==> config.mk <==
export PLATFORM = sky130hd
export DESIGN_NAME = odtc_top
export DESIGN_NICKNAME = d
export VERILOG_FILES = /design/src/design/odtc_pkg.sv /design/src/design/odtc_read_if.sv /design/src/design/odtc_read_track.sv /design/src/design/odtc_top.sv
export SDC_FILE = /design/constraint.sdc
export NUM_CORES = 1
export LEC_CHECK = 0
export ABC_AREA = 1
export BUFFER_PORTS_ARGS = -buffer_cell sky130_fd_sc_hd__buf_2
export CORE_ASPECT_RATIO = 0.7
export CORE_MARGIN = 3
export CORE_UTILIZATION = 40
export DETAILED_ROUTE_END_ITERATION = 8
export SKIP_CTS_REPAIR_TIMING = 1
export SLEW_MARGIN = 10
export SYNTH_ARGS = -nofsm -noshare
export SYNTH_HDL_FRONTEND = slang
export SYNTH_SLANG_ARGS = --single-unit
export TNS_END_PERCENT = 100
==> constraint.sdc <==
create_clock -name pclk -period 2.99 [get_ports pclk]
set_clock_uncertainty 0.05 [all_clocks]
set_input_delay 0.1495 -clock pclk [delete_from_list [all_inputs] [get_ports pclk]]
set_output_delay 0.1495 -clock pclk [all_outputs]
set_load 0.01 [all_outputs]
==> src/design/odtc_pkg.sv <==
// Package of constants and types for the DRAM termination mode control block
// What this block does
// - Read or mode register read in progress forces termination off, pin ignored.
// - After the read burst, pin control returns only if termination is enabled.
// - Power-down bit zero stops pin-controlled termination during power down.
// - Power down entry turns termination off within the disable window.
// - Power down exit turns termination back on one cycle after the enable window ends.
// - After the enable window ends, the pin governs termination again.
// - Power-down bit set and value nonzero keeps pin control in power down.
// - Self refresh entry turns termination off within the disable window.
// - Self refresh exit re-enables termination one cycle after the enable window ends, or within it if the power-down bit is set.
// - Deep power down turns termination off within the disable window, stays off.
// - CA training keeps termination off and ignores the pin.
// - Write leveling: pin switches only strobe termination; data termination stays off.
// - Termination is on only with a nonzero value field and the pin high.
// - Read turn-off starts with the read command itself, ahead of the edge two cycles before read latency.
// - Read turn-on is timed from the edge at read latency plus half burst.
// - Without an override, termination follows the pin one cycle later, through an output flop.
package odtc_pkg;
  // APB register byte offsets
  localparam logic [7:0] ODTC_OFF_MODE = 8'h00;
  localparam logic [7:0] ODTC_OFF_CTRL = 8'h04;
  localparam logic [7:0] ODTC_OFF_STATUS = 8'h08;
  localparam logic [7:0] ODTC_OFF_TIMING = 8'h0C;
  // Mode register fields
  localparam int ODTC_VAL_LSB = 0;
  localparam int ODTC_PD_BIT = 2;
  localparam logic [7:0] ODTC_MODE_RST = 8'h00;
  // Control register fields
  localparam int ODTC_CTRL_CAT = 0;
  localparam int ODTC_CTRL_WLV = 1;
  // Timing register fields: read latency [4:0], burst length [9:5]
  localparam logic [4:0] ODTC_READ_LAT_RST = 5'h06;
  localparam logic [4:0] ODTC_BURST_LEN_RST = 5'h08;
  // Windows in ns, converted to 200 MHz cycles
  localparam int ODTC_CLK_PS = 5000;
  localparam int ODTC_DIS_WIN_NS = 12;
  localparam int ODTC_EN_WIN_NS = 12;
  localparam int ODTC_DIS_WIN_CYC = (ODTC_DIS_WIN_NS * 1000) / ODTC_CLK_PS;
  localparam int ODTC_EN_WIN_CYC = (ODTC_EN_WIN_NS * 1000) / ODTC_CLK_PS;
  localparam int ODTC_CW = 4;

  typedef enum logic [2:0] {
    ODTC_CMD_NONE, ODTC_CMD_READ, ODTC_CMD_MODE_RD, ODTC_CMD_PDE,
    ODTC_CMD_PDX, ODTC_CMD_SRE, ODTC_CMD_SRX, ODTC_CMD_DPD
  } odtc_cmd_t;

  typedef enum logic [2:0] {
    ODTC_ST_ACTIVE, ODTC_ST_PD_ENTER, ODTC_ST_PD, ODTC_ST_SR_ENTER,
    ODTC_ST_SR, ODTC_ST_EXIT, ODTC_ST_DPD
  } odtc_state_t;
endpackage

==> src/design/odtc_read_if.sv <==
// Interface carrying read-window timing between top and read tracker
`timescale 1ns/1ps
interface odtc_read_if;
  logic start;
  logic [4:0] read_latency;
  logic [4:0] burst_length;
  logic busy;
  modport tracker (input start, input read_latency, input burst_length, output busy);
  modport ctrl (output start, output read_latency, output burst_length, input busy);
endinterface

==> src/design/odtc_read_track.sv <==
// Tracks the read override window from command to last data beat
`timescale 1ns/1ps
module odtc_read_track
  import odtc_pkg::*;
(
  // Clock and reset
  input wire logic pclk,
  input wire logic presetn,
  // Read timing
  odtc_read_if.tracker rd
);
  logic [6:0] cnt_q;
  logic [6:0] end_at;

  // Back on at read latency plus half the burst
  assign end_at = {2'b00, rd.read_latency} + {3'b000, rd.burst_length[4:1]};

  // A new read restarts the window, so back-to-back reads extend it
  always_ff @(posedge pclk or negedge presetn) begin
    if (!presetn) begin
      cnt_q <= 7'h00;
    end else if (rd.start) begin
      cnt_q <= 7'h01;
    end else if (cnt_q != 7'h00 && cnt_q < end_at) begin
      cnt_q <= cnt_q + 7'h01;
    end else begin
      cnt_q <= 7'h00;
    end
  end

  // Off from the command itself, ahead of the edge two cycles before latency, through the final beat
  assign rd.busy = rd.start || cnt_q != 7'h00;
endmodule

==> src/design/odtc_top.sv <==
// On-die termination gating for the DRAM with APB register access
//
// Our own choices: the register addresses and the APB interface to the registers.
`timescale 1ns/1ps
module odtc_top
  import odtc_pkg::*;
#(
  parameter int DISABLE_CYC = ODTC_DIS_WIN_CYC,
  parameter int ENABLE_CYC = ODTC_EN_WIN_CYC
) (
  // Clock and reset
  input wire logic pclk,
  input wire logic presetn,
  // APB slave
  input wire logic psel,
  input wire logic penable,
  input wire logic pwrite,
  input wire logic [7:0] paddr,
  input wire logic [31:0] pwdata,
  output logic [31:0] prdata,
  output logic pready,
  output logic pslverr,
  // Registered command and termination pin
  input wire logic [2:0] cmd,
  input wire logic cmd_valid,
  input wire logic odt_pin,
  // Termination enables
  output logic dq_term_on,
  output logic dqs_term_on
);
  logic [7:0] mode_q;
  logic [1:0] ctrl_q;
  logic [9:0] timing_q;
  odtc_state_t state_q;
  logic [ODTC_CW-1:0] win_q;
  logic [31:0] rdata_d;
  logic hit;
  logic acc;
  logic val_nz;
  logic pd_keep;
  logic gate_ok;
  logic pin_term;
  odtc_cmd_t cmd_e;

  odtc_read_if rdi ();

  assign acc = psel && penable;
  assign cmd_e = odtc_cmd_t'(cmd);
  assign val_nz = mode_q[ODTC_VAL_LSB+1:ODTC_VAL_LSB] != 2'b00;
  assign pd_keep = mode_q[ODTC_PD_BIT] && val_nz;
  assign rdi.start = cmd_valid && (cmd_e == ODTC_CMD_READ || cmd_e == ODTC_CMD_MODE_RD);
  assign rdi.read_latency = timing_q[4:0];
  assign rdi.burst_length = timing_q[9:5];

  odtc_read_track u_rd (
    .pclk(pclk),
    .presetn(presetn),
    .rd(rdi)
  );

  // Registers
  always_ff @(posedge pclk or negedge presetn) begin
    if (!presetn) begin
      mode_q <= ODTC_MODE_RST;
      ctrl_q <= 2'b00;
      timing_q <= {ODTC_BURST_LEN_RST, ODTC_READ_LAT_RST};
    end else if (acc && pwrite) begin
      unique case (paddr)
        ODTC_OFF_MODE: mode_q <= pwdata[7:0];
        ODTC_OFF_CTRL: ctrl_q <= pwdata[1:0];
        ODTC_OFF_TIMING: timing_q <= pwdata[9:0];
        default: ;
      endcase
    end
  end

  always_comb begin
    hit = 1'b1;
    rdata_d = 32'h00000000;
    unique case (paddr)
      ODTC_OFF_MODE: rdata_d = {24'h000000, mode_q};
      ODTC_OFF_CTRL: rdata_d = {30'h00000000, ctrl_q};
      ODTC_OFF_STATUS: rdata_d = {25'h0000000, rdi.busy, state_q, gate_ok, dqs_term_on, dq_term_on};
      ODTC_OFF_TIMING: rdata_d = {22'h000000, timing_q};
      default: hit = 1'b0;
    endcase
  end

  // Zero-wait slave: answer in the access cycle
  always_ff @(posedge pclk or negedge presetn) begin
    if (!presetn) begin
      pready <= 1'b0;
      pslverr <= 1'b0;
      prdata <= 32'h00000000;
    end else begin
      pready <= psel && !penable;
      pslverr <= psel && !penable && !hit;
      prdata <= (psel && !penable && !pwrite) ? rdata_d : 32'h00000000;
    end
  end

  // Power state; the window counter models the disable and enable windows
  always_ff @(posedge pclk or negedge presetn) begin
    if (!presetn) begin
      state_q <= ODTC_ST_ACTIVE;
      win_q <= '0;
    end else begin
      if (win_q != '0) begin
        win_q <= win_q - 1'b1;
      end
      unique case (state_q)
        ODTC_ST_ACTIVE: begin
          if (cmd_valid && cmd_e == ODTC_CMD_PDE) begin
            state_q <= ODTC_ST_PD_ENTER;
            win_q <= ODTC_CW'(DISABLE_CYC);
          end else if (cmd_valid && cmd_e == ODTC_CMD_SRE) begin
            state_q <= ODTC_ST_SR_ENTER;
            win_q <= ODTC_CW'(DISABLE_CYC);
          end else if (cmd_valid && cmd_e == ODTC_CMD_DPD) begin
            state_q <= ODTC_ST_DPD;
          end
        end
        ODTC_ST_PD_ENTER: if (win_q <= 1) state_q <= ODTC_ST_PD;
        ODTC_ST_SR_ENTER: if (win_q <= 1) state_q <= ODTC_ST_SR;
        ODTC_ST_PD: begin
          if (cmd_valid && cmd_e == ODTC_CMD_PDX) begin
            state_q <= ODTC_ST_EXIT;
            win_q <= ODTC_CW'(ENABLE_CYC);
          end
        end
        ODTC_ST_SR: begin
          if (cmd_valid && cmd_e == ODTC_CMD_SRX) begin
            state_q <= ODTC_ST_EXIT;
            win_q <= ODTC_CW'(ENABLE_CYC);
          end
        end
        ODTC_ST_EXIT: if (win_q <= 1) state_q <= ODTC_ST_ACTIVE;
        // Left only by reset, as the controller re-initialises the part
        ODTC_ST_DPD: state_q <= ODTC_ST_DPD;
        default: state_q <= ODTC_ST_ACTIVE;
      endcase
    end
  end

  // State gate: which states let the pin act at all
  always_comb begin
    unique case (state_q)
      ODTC_ST_ACTIVE: gate_ok = 1'b1;
      ODTC_ST_PD_ENTER, ODTC_ST_PD, ODTC_ST_EXIT: gate_ok = pd_keep;
      ODTC_ST_SR_ENTER, ODTC_ST_SR: gate_ok = 1'b0;
      ODTC_ST_DPD: gate_ok = 1'b0;
      default: gate_ok = 1'b0;
    endcase
  end

  // Registered so every output comes from a flop; the cycle of lag stands in for the analog delay
  assign pin_term = val_nz && odt_pin && gate_ok && !rdi.busy;

  always_ff @(posedge pclk or negedge presetn) begin
    if (!presetn) begin
      dq_term_on <= 1'b0;
      dqs_term_on <= 1'b0;
    end else if (ctrl_q[ODTC_CTRL_CAT]) begin
      dq_term_on <= 1'b0;
      dqs_term_on <= 1'b0;
    end else if (ctrl_q[ODTC_CTRL_WLV]) begin
      dq_term_on <= 1'b0;
      dqs_term_on <= pin_term;
    end else begin
      dq_term_on <= pin_term;
      dqs_term_on <= pin_term;
    end
  end
endmodule

==> results.toml <==
[global_route]
grt_pass1_vias = 2166
grt_max_degree = 34
antenna_found_initial = 0
grt_overflow = 0
grt_pass1_wl_microns = 10520
grtUsageTotal_pct = 15.75

[setup_path]
worst-path-stages = 10
critPathArrivalTime_ns = 2.76
cpMaxStageDelayCell = "dfstp_2"
worstReg2RegStart = "timing_q[1]"
rrSetupSlack_ns = 0.42
critPathTopFamily = "adder cells"
path_cells = "inv_1, fa_1, o21ai_0, xnor2_1, ha_1, a21oi_1, o21ai_0, nor2_1, nand2_1, nor2_1"
reg2regPathDepth = 10
crit_type = "reg2reg"
cp_num_buf_inv = 1
cp.required_ns = 3.18
cp_slowest_stage_delay_ns = 0.57
cp-startpoint = "timing_q[1]"
critPathMaxFanout = 6
critPathLaunchType = "flop"
r2r-end = "u_rd.cnt_q[2]"
endpoint_kind = "flop"
cp-endpoint = "u_rd.cnt_q[2]"

[final_layout]
nets = 490
layout-drive-gt1-share_pct = 20.89
mostFrequentLayoutCells = "104 x nand2_1, 52 x nor2_1, 45 x dfrtp_1, 41 x buf_2, 40 x inv_1"
syn_to_final_growth_pct = 11.38
multi_input_area_sq_um = 1500
layout_commonest_cell = "nand2_1"
fillers = 724
diodes = 0
regArea_sq_um = 1205

[timing]
slew_headroom_pct = 51.27
setup_violations = 0
worst_slew_pin_slew_ns = 0.7309
fmax_ghz = 0.3890
fin_ws_ns = 0.4193
hold_viol_final = 0
fin_tns_setup_ns = 0
hold_slack_ns = 0.01058
drv_slew = 0
rsz0062_at_grt = "no"
finalCritPeriodShare_pct = 85.98
fin_crit_ns = 2.571

[synth]
netlist_area_sq_um = 2968
synthCells = 377
syn-mean-instance-area_sq_um = 7.872
async_flop_share_pct = 100.0
synth_ff_type = "dfrtp_1"
synth_edf_count = 0
ys_ff_latch = 48
synth_warnings = 0
synth.distinct_cells = 30
synth-seq-area-share_pct = 40.60

[place]
dp_slack_ns = 0.4686
post-dp-hpwl_microns = 4991
io_buffers = 41
gp_congestion = 0.8616

[detailed_routing]
via_count = 2362
drt-initial-drc-count = 96
drt-total-wl_microns = 6315
dr.pass1.iters = 4
ant_nets = 0
drcViolationCount = 0
viasPerCell = 4.542
routedWlPerCell_microns = 12.14

[die]
die_w_microns = 109.0
die_area_sq_um = 8506
io_pins = 86
start_util_pct = 42.55
rows = 25
core-area_sq_um = 6975
die_h_microns = 78.07

[clock_tree]
cts_num_sinks = 48
cts_made_buffers = 5
clock_path_buffers = 2
cts_max_level = 2
cts_tree = "yes"
path_clk_slew_ns = 0.10
cts_root_buffer = "clkbuf_8"
insertion_delay_ns = 0.31

[power]
power.leakage_nw = 1.834
pwr_density_cell_nw_per_um2 = 499.4
ir_worst_vdd_mv = 0.3448

[job]
cap_violations = 0

[run_status]
status = "complete, no violations"

[hold_path]
hold_class = "in2reg"
==> worst min-delay path: stages <==
cell	delay (ns)
buf_2	0.11
nand3_1	0.07
nand2_1	0.05
==> state kept, by name, summed over array words and instances, names as in the netlist <==
name         flops
ctrl_q           2
dq_term_on       1
dqs_term_on      1
mode_q           8
prdata          10
pready           1
pslverr          1
state_q          3
timing_q        10
u_rd.cnt_q       7
win_q            4
==> synthesized netlist by cell type (2+ instances only) <==
cell type,number,area (sq um)
buf_6,2,22.52
nor2_8,2,40.04
nand4_1,4,25.02
xnor2_1,2,17.52
nor3_1,4,20.02
nor2_4,2,22.52
inv_1,40,150.1
xor2_1,3,26.28
nand2_1,104,390.4
o21ai_0,13,65.06
buf_4,22,165.2
nor2_2,6,37.54
nand2_4,4,45.04
dfrtp_1,45,1126
nand2_2,2,12.51
a21oi_1,8,40.04
dfstp_2,3,78.83
nand3_1,19,95.09
nor2_1,52,195.2
o21ai_2,16,140.1
ha_1,14,175.2
or2_2,2,12.51
==> through the flow <==
| step | util [%] | power, mW | cell area, sq um | std cells |
|---|---|---|---|---|
| 3_3_place_gp | 45.72 | 1.231 | 3189 | 510 |
| 2_1_floorplan | - | 1.132 | 3047 | 398 |
| 5_1_grt | 47.39 | 1.809 | 3306 | 520 |
| 6_report | 47.39 | 1.651 | 3306 | 520 |
| 4_1_cts | 47.10 | 1.665 | 3286 | 518 |
| 3_5_place_dp | 45.72 | 1.242 | 3189 | 510 |
==> report_power, final <==
| group | switching [mW] | leakage [nW] | internal (mW) |
|---|---|---|---|
| registers | 0.0547 | 0.644 | 0.704 |
| clock network | 0.230 | 0.0516 | 0.190 |
| logic | 0.304 | 1.14 | 0.168 |
==> how the worst min path moves through the flow <==
| stage | start | end | slack [ns] | cells after the start |
|---|---|---|---|---|
| 2_1_floorplan | presetn | ctrl_q[0] | -0.20 | 0 |
| 3_3_place_gp | presetn | win_q[2] | 0.22 | 1 |
| 3_5_place_dp | presetn | win_q[2] | 0.21 | 1 |
| 4_1_cts | presetn | pslverr | -0.12 | 1 |
| 5_1_grt | pwdata[8] | timing_q[8] | 0.02 | 3 |
| 6_report | pwdata[8] | timing_q[8] | 0.01 | 3 |
==> metal layers <==
metal	vias up	global-route usage, %	share of wire (%)
met4	0	3.783	0.87
li1	1239	-	-
met5	-	0	0
met2	63	21.26	38
met3	7	3.205	5.8
met1	1053	25.23	55
==> layout make-up <==
type / instances / share of cell area [%]
inverters: 41 / 4.656
repair buffers: 44 / 7.040
well taps: 94 / 3.558
flip-flops and latches: 48 / 36.45
multi-input cells: 285 / 45.38
clock buffers: 6 / 2.498
clock inverters: 2 / 0.4164
==> cell families after synthesis <==
logic type,count (synthesis),share of synthesized area [%]
compound gates,40,9.064
xor+xnor,5,1.476
fa+ha+maj,15,6.577
buf+inv,65,11.51
flops,48,40.60
other cells,1,0.1264
simple gates,203,30.65
Power figures use the tool's default switching activity.
